## src/uief_cfg.svh

```systemverilog
`ifndef UIEF_CFG_SVH
`define UIEF_CFG_SVH

// ----------------------------------------------------------------------------
// Register word addresses
// ----------------------------------------------------------------------------
`define UIEF_ADDR_W           4
`define UIEF_OFS_EVT_FLAGS    4'h0
`define UIEF_OFS_EVT_EN       4'h1
`define UIEF_OFS_ERR_FLAGS    4'h2
`define UIEF_OFS_ERR_EN       4'h3
`define UIEF_OFS_XFER_STAT    4'h4

// ----------------------------------------------------------------------------
// Field positions
// ----------------------------------------------------------------------------
`define UIEF_EVT_STALL        7
`define UIEF_EVT_ATTACH       6
`define UIEF_EVT_RESUME       5
`define UIEF_EVT_IDLE         4
`define UIEF_EVT_TOKEN        3
`define UIEF_EVT_SOF          2
`define UIEF_EVT_ERRSUM       1
`define UIEF_EVT_RESET        0
`define UIEF_ERR_STUFF        7
`define UIEF_ERR_BMX          6
`define UIEF_ERR_DMA          5
`define UIEF_ERR_TURN         4
`define UIEF_ERR_FSIZE        3
`define UIEF_ERR_CRC16        2
`define UIEF_ERR_CRC5_EOF     1
`define UIEF_ERR_PID          0
`define UIEF_STAT_KEEP        8'hFC

// ----------------------------------------------------------------------------
// Reset values and timing
// ----------------------------------------------------------------------------
`define UIEF_BYTE_ZERO        8'h00
`define UIEF_WORD_ZERO        32'h0000_0000
`define UIEF_CLK_MHZ          25
`define UIEF_LINE_NS          2500
`define UIEF_IDLE_US          3000
`define UIEF_CNT_W            17
`define UIEF_FIFO_DEPTH       4

`endif

```

## src/uief_pkg.sv

```systemverilog
package uief_pkg;
  typedef logic [7:0] uief_byte_t;
  typedef logic [16:0] uief_cnt_t;
  typedef enum logic {UIEF_FUNC, UIEF_HOST} uief_role_e;
endpackage : uief_pkg

```

## src/uief_top.sv

```systemverilog
// Added by the designer: the address-and-strobe port and the register offsets.
`timescale 1ns/1ps
`default_nettype none
`include "uief_cfg.svh"

module uief_top #(
  parameter int unsigned IDLE_CYC = (`UIEF_IDLE_US * `UIEF_CLK_MHZ)
) (
  // Clock and reset
  input  wire logic                    SYS_CLK,
  input  wire logic                    RST_N,
  // Register port
  input  wire logic [`UIEF_ADDR_W-1:0] ADDR,
  input  wire logic [31:0]             WDATA,
  input  wire logic                    WR,
  input  wire logic                    RD,
  output logic      [31:0]             RDATA,
  // Role and bus line state
  input  wire logic                    HOST_ROLE_ENABLE,
  input  wire logic                    LINE_SE0,
  input  wire logic                    LINE_K,
  input  wire logic                    LINE_IDLE,
  // Protocol engine event strobes
  input  wire logic                    STALL_SEEN,
  input  wire logic                    ATTACH_SEEN,
  input  wire logic                    TOKEN_DONE,
  input  wire logic [7:0]              TOKEN_STAT,
  input  wire logic                    SOF_SEEN,
  input  wire logic                    RESET_DETACH_SEEN,
  input  wire logic                    STUFF_ERR,
  input  wire logic                    BMX_ERR,
  input  wire logic                    DMA_ERR,
  input  wire logic                    TURN_ERR,
  input  wire logic                    FSIZE_ERR,
  input  wire logic                    CRC16_ERR,
  input  wire logic                    CRC5_EOF_ERR,
  input  wire logic                    PID_ERR,
  // Interrupt and status FIFO full
  output logic                         MODULE_INTERRUPT_REQUEST,
  output logic                         STAT_FIFO_FULL
);

  // --------------------------------------------------------------------------
  // Timing and FIFO size constants
  // --------------------------------------------------------------------------
  localparam int unsigned LINE_CYC = (`UIEF_LINE_NS * `UIEF_CLK_MHZ + 999) / 1000;
  localparam int unsigned DEPTH    = `UIEF_FIFO_DEPTH;

  // --------------------------------------------------------------------------
  // Input synchronisers for the bus line levels and the host role enable
  // --------------------------------------------------------------------------
  // Two stages keep the line levels from reaching logic while metastable.
  logic [2:0] line_m_r;
  logic [2:0] line_s_r;
  logic       host_m_r;
  logic       host_s_r;

  always_ff @(posedge SYS_CLK) begin
    if (!RST_N) begin
      line_m_r <= 3'h0;
      line_s_r <= 3'h0;
      host_m_r <= 1'b0;
      host_s_r <= 1'b0;
    end else begin
      line_m_r <= {LINE_SE0, LINE_K, LINE_IDLE};
      line_s_r <= line_m_r;
      host_m_r <= HOST_ROLE_ENABLE;
      host_s_r <= host_m_r;
    end
  end

  wire logic se0_s  = line_s_r[2];
  wire logic k_s    = line_s_r[1];
  wire logic idle_s = line_s_r[0];

  // --------------------------------------------------------------------------
  // Line timers
  // --------------------------------------------------------------------------
  // Each timer restarts from zero as soon as its line condition drops.
  function automatic uief_pkg::uief_cnt_t bump(input uief_pkg::uief_cnt_t c,
                                               input logic run,
                                               input int unsigned lim);
    if (!run) begin
      bump = '0;
    end else if (32'(c) < lim) begin
      bump = c + 17'h0_0001;
    end else begin
      bump = c;
    end
  endfunction : bump

  uief_pkg::uief_cnt_t k_cnt_r;
  uief_pkg::uief_cnt_t quiet_cnt_r;
  uief_pkg::uief_cnt_t idle_cnt_r;
  logic                k_hit_r;
  logic                idle_hit_r;

  always_ff @(posedge SYS_CLK) begin
    if (!RST_N) begin
      k_cnt_r     <= '0;
      quiet_cnt_r <= '0;
      idle_cnt_r  <= '0;
      k_hit_r     <= 1'b0;
      idle_hit_r  <= 1'b0;
    end else begin
      k_cnt_r     <= bump(k_cnt_r, k_s, LINE_CYC);
      quiet_cnt_r <= bump(quiet_cnt_r, idle_s, LINE_CYC);
      idle_cnt_r  <= bump(idle_cnt_r, idle_s, IDLE_CYC);
      k_hit_r     <= k_s && (32'(k_cnt_r) == LINE_CYC - 1);
      idle_hit_r  <= idle_s && (32'(idle_cnt_r) == IDLE_CYC - 1);
    end
  end

  wire logic quiet_ok = (32'(quiet_cnt_r) >= LINE_CYC);

  // --------------------------------------------------------------------------
  // Register access decode
  // --------------------------------------------------------------------------
  function automatic logic reg_hit(input logic                    strobe,
                                   input logic [`UIEF_ADDR_W-1:0] at,
                                   input logic [`UIEF_ADDR_W-1:0] ofs);
    reg_hit = strobe && (at == ofs);
  endfunction : reg_hit

  // A set in the same cycle as a write-one clear wins.
  function automatic uief_pkg::uief_byte_t w1c(input uief_pkg::uief_byte_t cur,
                                               input logic                 hit,
                                               input uief_pkg::uief_byte_t ones,
                                               input uief_pkg::uief_byte_t set);
    w1c = (cur & ~(hit ? ones : `UIEF_BYTE_ZERO)) | set;
  endfunction : w1c

  wire logic wr_evt  = reg_hit(WR, ADDR, `UIEF_OFS_EVT_FLAGS);
  wire logic wr_eien = reg_hit(WR, ADDR, `UIEF_OFS_EVT_EN);
  wire logic wr_err  = reg_hit(WR, ADDR, `UIEF_OFS_ERR_FLAGS);
  wire logic wr_eren = reg_hit(WR, ADDR, `UIEF_OFS_ERR_EN);
  wire uief_pkg::uief_byte_t wlo = WDATA[7:0];

  // --------------------------------------------------------------------------
  // Enable registers
  // --------------------------------------------------------------------------
  uief_pkg::uief_byte_t evt_en_r;
  uief_pkg::uief_byte_t err_en_r;

  always_ff @(posedge SYS_CLK) begin
    if (!RST_N) begin
      evt_en_r <= `UIEF_BYTE_ZERO;
      err_en_r <= `UIEF_BYTE_ZERO;
    end else begin
      if (wr_eien) begin
        evt_en_r <= wlo;
      end
      if (wr_eren) begin
        err_en_r <= wlo;
      end
    end
  end

  // --------------------------------------------------------------------------
  // Error flags
  // --------------------------------------------------------------------------
  uief_pkg::uief_byte_t err_r;
  uief_pkg::uief_byte_t err_set;

  always_comb begin
    err_set = `UIEF_BYTE_ZERO;
    err_set[`UIEF_ERR_STUFF]    = STUFF_ERR;
    err_set[`UIEF_ERR_BMX]      = BMX_ERR;
    err_set[`UIEF_ERR_DMA]      = DMA_ERR;
    err_set[`UIEF_ERR_TURN]     = TURN_ERR;
    err_set[`UIEF_ERR_FSIZE]    = FSIZE_ERR;
    err_set[`UIEF_ERR_CRC16]    = CRC16_ERR;
    err_set[`UIEF_ERR_CRC5_EOF] = CRC5_EOF_ERR;
    err_set[`UIEF_ERR_PID]      = PID_ERR;
  end

  always_ff @(posedge SYS_CLK) begin
    if (!RST_N) begin
      err_r <= `UIEF_BYTE_ZERO;
    end else begin
      err_r <= w1c(err_r, wr_err, wlo, err_set);
    end
  end

  // --------------------------------------------------------------------------
  // Transfer status FIFO
  // --------------------------------------------------------------------------
  uief_pkg::uief_byte_t stat_mem_r [DEPTH];
  logic [1:0]           wp_r;
  logic [1:0]           rp_r;
  logic [2:0]           cnt_r;

  uief_pkg::uief_byte_t evt_r;
  wire logic tok_clr = wr_evt && wlo[`UIEF_EVT_TOKEN] && evt_r[`UIEF_EVT_TOKEN];
  wire logic pop     = tok_clr && (cnt_r != 3'h0);
  // A completion that arrives while all entries are held is dropped unless an entry is popped in the same cycle.
  wire logic push    = TOKEN_DONE && (cnt_r != 3'(DEPTH) || pop);

  always_ff @(posedge SYS_CLK) begin
    if (!RST_N) begin
      wp_r  <= 2'h0;
      rp_r  <= 2'h0;
      cnt_r <= 3'h0;
    end else begin
      if (push) begin
        wp_r <= wp_r + 2'h1;
      end
      if (pop) begin
        rp_r <= rp_r + 2'h1;
      end
      cnt_r <= cnt_r + {2'h0, push} - {2'h0, pop};
    end
  end

  always_ff @(posedge SYS_CLK) begin
    if (push) begin
      stat_mem_r[wp_r] <= TOKEN_STAT & `UIEF_STAT_KEEP;
    end
  end

  // Flag stays set while entries remain after an advance.
  wire logic tok_more = (cnt_r > 3'h1) || (cnt_r == 3'h1 && push);

  // --------------------------------------------------------------------------
  // Event flags
  // --------------------------------------------------------------------------
  uief_pkg::uief_byte_t evt_set;
  wire logic            errsum_nxt = |(err_r & err_en_r);

  always_comb begin
    evt_set = `UIEF_BYTE_ZERO;
    evt_set[`UIEF_EVT_STALL]  = STALL_SEEN;
    evt_set[`UIEF_EVT_ATTACH] = ATTACH_SEEN && host_s_r && quiet_ok && !se0_s;
    evt_set[`UIEF_EVT_RESUME] = k_hit_r;
    evt_set[`UIEF_EVT_IDLE]   = idle_hit_r;
    evt_set[`UIEF_EVT_TOKEN]  = TOKEN_DONE || (tok_clr && tok_more);
    evt_set[`UIEF_EVT_SOF]    = SOF_SEEN;
    evt_set[`UIEF_EVT_RESET]  = RESET_DETACH_SEEN;
  end

  always_ff @(posedge SYS_CLK) begin
    if (!RST_N) begin
      evt_r <= `UIEF_BYTE_ZERO;
    end else begin
      evt_r <= w1c(evt_r, wr_evt, wlo, evt_set);
    end
  end

  // --------------------------------------------------------------------------
  // Error summary
  // --------------------------------------------------------------------------
  // The summary mirrors the enabled errors, so a write to the event flags cannot clear it.
  logic                 errsum_r;
  uief_pkg::uief_byte_t evt_view;

  always_ff @(posedge SYS_CLK) begin
    if (!RST_N) begin
      errsum_r <= 1'b0;
    end else begin
      errsum_r <= errsum_nxt;
    end
  end

  always_comb begin
    evt_view                   = evt_r;
    evt_view[`UIEF_EVT_ERRSUM] = errsum_r;
  end

  // --------------------------------------------------------------------------
  // Interrupt request and FIFO full flag
  // --------------------------------------------------------------------------
  always_ff @(posedge SYS_CLK) begin
    if (!RST_N) begin
      MODULE_INTERRUPT_REQUEST <= 1'b0;
    end else begin
      MODULE_INTERRUPT_REQUEST <= |(evt_view & evt_en_r);
    end
  end

  always_ff @(posedge SYS_CLK) begin
    if (!RST_N) begin
      STAT_FIFO_FULL <= 1'b0;
    end else begin
      STAT_FIFO_FULL <= (cnt_r == 3'(DEPTH));
    end
  end

  // --------------------------------------------------------------------------
  // Read data
  // --------------------------------------------------------------------------
  // Status reads as zero while no completed token is pending.
  uief_pkg::uief_byte_t stat_view;

  always_comb begin
    stat_view = `UIEF_BYTE_ZERO;
    if (evt_r[`UIEF_EVT_TOKEN] && cnt_r != 3'h0) begin
      stat_view = stat_mem_r[rp_r];
    end
  end

  always_ff @(posedge SYS_CLK) begin
    if (!RST_N) begin
      RDATA <= `UIEF_WORD_ZERO;
    end else if (RD) begin
      unique case (ADDR)
        `UIEF_OFS_EVT_FLAGS: RDATA <= {24'h00_0000, evt_view};
        `UIEF_OFS_EVT_EN:    RDATA <= {24'h00_0000, evt_en_r};
        `UIEF_OFS_ERR_FLAGS: RDATA <= {24'h00_0000, err_r};
        `UIEF_OFS_ERR_EN:    RDATA <= {24'h00_0000, err_en_r};
        `UIEF_OFS_XFER_STAT: RDATA <= {24'h00_0000, stat_view};
        default:             RDATA <= `UIEF_WORD_ZERO;
      endcase
    end else begin
      RDATA <= `UIEF_WORD_ZERO;
    end
  end

endmodule : uief_top
`default_nettype wire

```

## config.mk

```make
export PLATFORM = sky130hd
export DESIGN_NAME = uief_top
export DESIGN_NICKNAME = d
export VERILOG_FILES = /design/src/uief_pkg.sv /design/src/uief_top.sv
export VERILOG_INCLUDE_DIRS = /design/src /design/src/src
export SDC_FILE = /design/constraint.sdc
export NUM_CORES = 1
export LEC_CHECK = 0
export BUFFER_PORTS_ARGS = -buffer_cell sky130_fd_sc_hd__buf_4
export CAP_MARGIN = 20
export CORE_UTILIZATION = 50
export DETAILED_ROUTE_END_ITERATION = 16
export PLACE_DENSITY = 0.75
export SYNTH_ARGS = -nofsm -noshare
export SYNTH_HDL_FRONTEND = slang
export SYNTH_SLANG_ARGS = --single-unit
```

## constraint.sdc

```tcl
create_clock -name SYS_CLK -period 1.9 [get_ports SYS_CLK]
set_input_delay 0.285 -clock SYS_CLK [delete_from_list [all_inputs] [get_ports SYS_CLK]]
set_output_delay 0.285 -clock SYS_CLK [all_outputs]
set_load 0.01 [all_outputs]
```

==> report_table.html <==
<table>
<tr><th>Metric</th><th>Value</th></tr>
<tr><th colspan="2">Clock tree</th></tr>
<tr><td>Number of buffers created by CTS</td><td>17</td></tr>
<tr><td>Number of clock sinks</td><td>136</td></tr>
<tr><td>Number of H-tree levels</td><td>4</td></tr>
<tr><td>Skew-Pair Late Insertion Delay</td><td>0.53 ns</td></tr>
<tr><td>Clock Root Buffer</td><td>sky130_fd_sc_hd__clkbuf_8</td></tr>
<tr><td>Maximum root-to-sink buffer count</td><td>2</td></tr>
<tr><td>Clock tree from TritonCTS</td><td>done</td></tr>
<tr><td>Clock-pin transition on the worst setup and hold timing paths</td><td>0.06 ns</td></tr>
<tr><th colspan="2">Logic synthesis</th></tr>
<tr><td>Proportion of synthesized flip-flops having asynchronous set or reset</td><td>0</td></tr>
<tr><td>Count of distinct cell types in the synthesized netlist</td><td>49</td></tr>
<tr><td>Synthesized-area fraction occupied by ao, oa, aoi and oai cells</td><td>0.0892</td></tr>
<tr><td>Synthesized-area fraction occupied by adder cells</td><td>0.0282</td></tr>
<tr><td>Main combinational cell family by area after synthesis</td><td>simple AND/OR/NAND/NOR gates</td></tr>
<tr><td>Share of synthesized area spent on multiplexers</td><td>0.0733</td></tr>
<tr><td>Proportion of synthesized chip area in sequential cells</td><td>0.529</td></tr>
<tr><td>Synth Flop Type</td><td>sky130_fd_sc_hd__dfxtp_1</td></tr>
<tr><td>Area share of and/or/nand/nor cells after synthesis</td><td>0.200</td></tr>
<tr><td>Total number of yosys warnings</td><td>0</td></tr>
<tr><td>FF+latch count, synth</td><td>136</td></tr>
<tr><td>Avg Cell Area, Syn</td><td>10.1 µm²</td></tr>
<tr><td>Commonest cells in the netlist</td><td>112 x sky130_fd_sc_hd__dfxtp_1, 68 x sky130_fd_sc_hd__nor2_1, 44 x sky130_fd_sc_hd__nand2_1</td></tr>
<tr><td>Yosys top cell area share</td><td>0.400</td></tr>
<tr><td>EDFF count, synth</td><td>24</td></tr>
<tr><td>Area of the mapped netlist</td><td>5600 µm²</td></tr>
<tr><td>Synth area leaders</td><td>sky130_fd_sc_hd__dfxtp_1 40%, sky130_fd_sc_hd__edfxtp_1 13%, sky130_fd_sc_hd__nor2_1 4.6%, sky130_fd_sc_hd__mux2i_1 4.1%, sky130_fd_sc_hd__and3_1 3.2%</td></tr>
<tr><td>Cell type with the largest total area after synthesis</td><td>sky130_fd_sc_hd__dfxtp_1</td></tr>
<tr><td>Area share of xor/xnor cells in the synthesized design</td><td>0.0250</td></tr>
<tr><td>Synthesized instance count</td><td>555</td></tr>
<tr><td>Leading cell type by number of instances after synthesis</td><td>sky130_fd_sc_hd__dfxtp_1</td></tr>
<tr><th colspan="2">Timing</th></tr>
<tr><td>Post-route clock skew</td><td>0.00801 ns</td></tr>
<tr><td>Unrepaired setup endpoints after global routing</td><td>yes</td></tr>
<tr><td>Setup violators final</td><td>2</td></tr>
<tr><td>Fin. max-slew vios</td><td>0</td></tr>
<tr><td>Crit path time final</td><td>1.94 ns</td></tr>
<tr><td>Hold Violations, Final</td><td>0</td></tr>
<tr><td>Fraction of the cycle the final worst path needs</td><td>1.02</td></tr>
<tr><td>Worst-case setup margin in the final layout</td><td>-0.0377 ns</td></tr>
<tr><td>Setup tns final</td><td>-0.0388 ns</td></tr>
<tr><td>Maximum clock rate</td><td>516 MHz</td></tr>
<tr><th colspan="2">Global routing</th></tr>
<tr><td>Total overflow reported by the global router</td><td>0</td></tr>
<tr><td>Largest net degree at the start of global routing</td><td>25</td></tr>
<tr><td>Via count of the first global-routing pass</td><td>4,224</td></tr>
<tr><td>Antenna violations before repair</td><td>0</td></tr>
<tr><td>Global-route usage over all layers</td><td>0.225</td></tr>
<tr><td>First-pass GRT wire length</td><td>19,800 µm</td></tr>
<tr><th colspan="2">Die</th></tr>
<tr><td>Starting Density</td><td>0.514</td></tr>
<tr><td>Count of boundary I/O pins</td><td>99</td></tr>
<tr><td>Row cnt</td><td>38</td></tr>
<tr><td>Floorplan Core Area</td><td>10,900 µm²</td></tr>
<tr><td>Y dimension of the die</td><td>108 µm</td></tr>
<tr><td>Die area</td><td>11,600 µm²</td></tr>
<tr><td>Width of the die</td><td>108 µm</td></tr>
<tr><th colspan="2">Setup path</th></tr>
<tr><td>Largest driver fanout on the critical path</td><td>5</td></tr>
<tr><td>Type of the setup path with the least slack</td><td>flop to flop</td></tr>
<tr><td>Worst Path Arrival</td><td>2.41 ns</td></tr>
<tr><td>Endpoint class of the critical path</td><td>flop</td></tr>
<tr><td>Category of the worst setup path launch point</td><td>flop</td></tr>
<tr><td>Data required time at the worst endpoint</td><td>2.37 ns</td></tr>
<tr><th colspan="2">Finish</th></tr>
<tr><td>Final Non-Filler Cells</td><td>802</td></tr>
<tr><td>Post-layout net count</td><td>726</td></tr>
<tr><td>Ratio of cells with drive above 1 in the final layout</td><td>0.199</td></tr>
<tr><td>Area added between synthesis and finish</td><td>24.8%</td></tr>
<tr><td>Count of fill cells added during filler insertion</td><td>840</td></tr>
<tr><td>Post-route cell area</td><td>6990 µm²</td></tr>
<tr><td>Number of antenna diodes</td><td>0</td></tr>
<tr><td>Fraction of the core area covered by cells at the end of the flow</td><td>0.642</td></tr>
<tr><th colspan="2">Power</th></tr>
<tr><td>Max VDD drop</td><td>0.613 mV</td></tr>
<tr><td>Leak Pwr</td><td>2.77 nW</td></tr>
<tr><td>Power Dens Cells</td><td>970 nW/µm²</td></tr>
<tr><th colspan="2">Placement</th></tr>
<tr><td>GPL Wtd Cong</td><td>0.873</td></tr>
<tr><td>Placed Instances</td><td>747</td></tr>
<tr><td>Standard cell area after detailed placement</td><td>6160 µm²</td></tr>
<tr><td>Port Buffers</td><td>48</td></tr>
<tr><td>Sum of net half-perimeters after detailed placement</td><td>8050 µm</td></tr>
<tr><th colspan="2">Drt</th></tr>
<tr><td>Number of remaining DRC errors</td><td>0</td></tr>
<tr><td>Number of routed nets with antenna violations</td><td>0</td></tr>
<tr><td>Iteration count of the initial detailed-routing pass</td><td>5</td></tr>
<tr><td>Initial DRC Count</td><td>200</td></tr>
<tr><td>Aggregate routed wire length</td><td>12,200 µm</td></tr>
<tr><td>Detailed-route vias per instance</td><td>5.40</td></tr>
<tr><td>Routed wire length per instance</td><td>15.2 µm</td></tr>
<tr><td>Total via count in the routed design</td><td>4,330</td></tr>
<tr><th colspan="2">Hold path</th></tr>
<tr><td>Path class of the lowest-slack min-delay path</td><td>primary input to flop</td></tr>
<tr><th colspan="2">Outcome</th></tr>
<tr><td>Violated checks</td><td>setup timing</td></tr>
<tr><td>Result of the run</td><td>finished, violations left</td></tr>
<tr><th colspan="2">Job</th></tr>
<tr><td>Max-cap viol count</td><td>0</td></tr>
</table>
critical path, cell delays in order (launching register included):
cell and delay, ns:
sky130_fd_sc_hd__dfxtp_1 0.32, sky130_fd_sc_hd__buf_4 0.16, sky130_fd_sc_hd__nor3_1 0.33, sky130_fd_sc_hd__nand3b_1 0.22
sky130_fd_sc_hd__nand2_4 0.07, sky130_fd_sc_hd__ha_4 0.16, sky130_fd_sc_hd__fa_2 0.51, sky130_fd_sc_hd__and2_4 0.13
where the power goes:
part,total [W],internal [W],switching (W),leakage [nW]
combinational,0.000608,0.000296,0.000312,1.38
sequential,0.00312,0.00306,0.0000621,1.13
clock,0.00305,0.00175,0.00130,0.258
total,0.00678,0.00511,0.00167,2.77
state kept, by name (all words and copies together), names as in the netlist, 2 cells and up, named ones only:
name         cells
rp_r             2
evt_r            7
RDATA            8
err_en_r         8
idle_cnt_r      17
wp_r             2
evt_en_r         8
line_s_r         3
err_r            8
line_m_r         3
cnt_r            3
k_cnt_r         17
quiet_cnt_r     17
stat_mem_r      24
what timing repair did:
action / CTS / global route
pin swaps: 1 / 7
setup endpoints to repair: 2 / 27
hold buffers: 22 / 0
buffers inserted: 1 / 0
endpoints found under the hold margin: 40 / 0
resized for setup: 1 / 13
area by class of cell:
class	count	area (µm²)	area share
well taps	140	175	0.0251
inverters	9	33.8	0.00483
repair buffers	99	798	0.114
multi-input cells	386	2460	0.352
flip-flops and latches	136	2970	0.425
clock inverters	15	143	0.0204
clock buffers	17	414	0.0593
routing by layer:
metal  track usage  share of wire  vias up
met1         0.263           0.43     2042
met4        0.0920          0.018        0
met3        0.0732          0.061       29
li1              -              -     2118
met5             0              0        -
met2         0.380           0.49      141
cells by family after synthesis:
group,Yosys count
other,1
muxes,31
xor gates and xnor gates,16
adders and majority gates,12
and+or+nand+nor,221
AOI/OAI and AO/OA,82
buffers and inverters,56
DFF,136
stage by stage:
stage | worst slack (ns) | hold WS, ns | power, W
after floorplan | -0.00199 | 0.362 | 0.00350
after global placement | -0.0936 | 0.416 | 0.00366
after detailed placement | -0.123 | 0.422 | 0.00370
after CTS | 0.00537 | 0.0124 | 0.00677
after global routing | -0.0742 | 0.0131 | 0.00703
final | -0.0377 | 0.0329 | 0.00678
placed cells by master (no fill, tap or decap), drive strengths merged, types with 15 or more instances in the layout:
cell type / netlist / final
nor2: 68 / 68
and3: 29 / 29
conb: 1 / 24
o21ai: 20 / 20
edfxtp: 24 / 24
dfxtp: 112 / 112
mux2i: 23 / 23
buf: 28 / 77
a22oi: 15 / 15
dlygate4sd3: 0 / 22
a21oi: 29 / 29
clkbuf: 19 / 17
and2: 18 / 18
nand2: 44 / 44
worst paths after layout:
| kind | start | to | slack, ns | cells past startpoint |
|---|---|---|---|---|
| setup / recovery | cnt_r[0] | cnt_r[1] | -0.04 | 7 |
| hold / removal | WDATA[0] | evt_en_r[0] | 0.03 | 3 |
| setup reg to reg | cnt_r[0] | cnt_r[1] | -0.04 | 7 |
| hold reg to reg | host_m_r | host_s_r | 0.43 | 1 |
No activity file was read; power rests on OpenSTA's default activity.
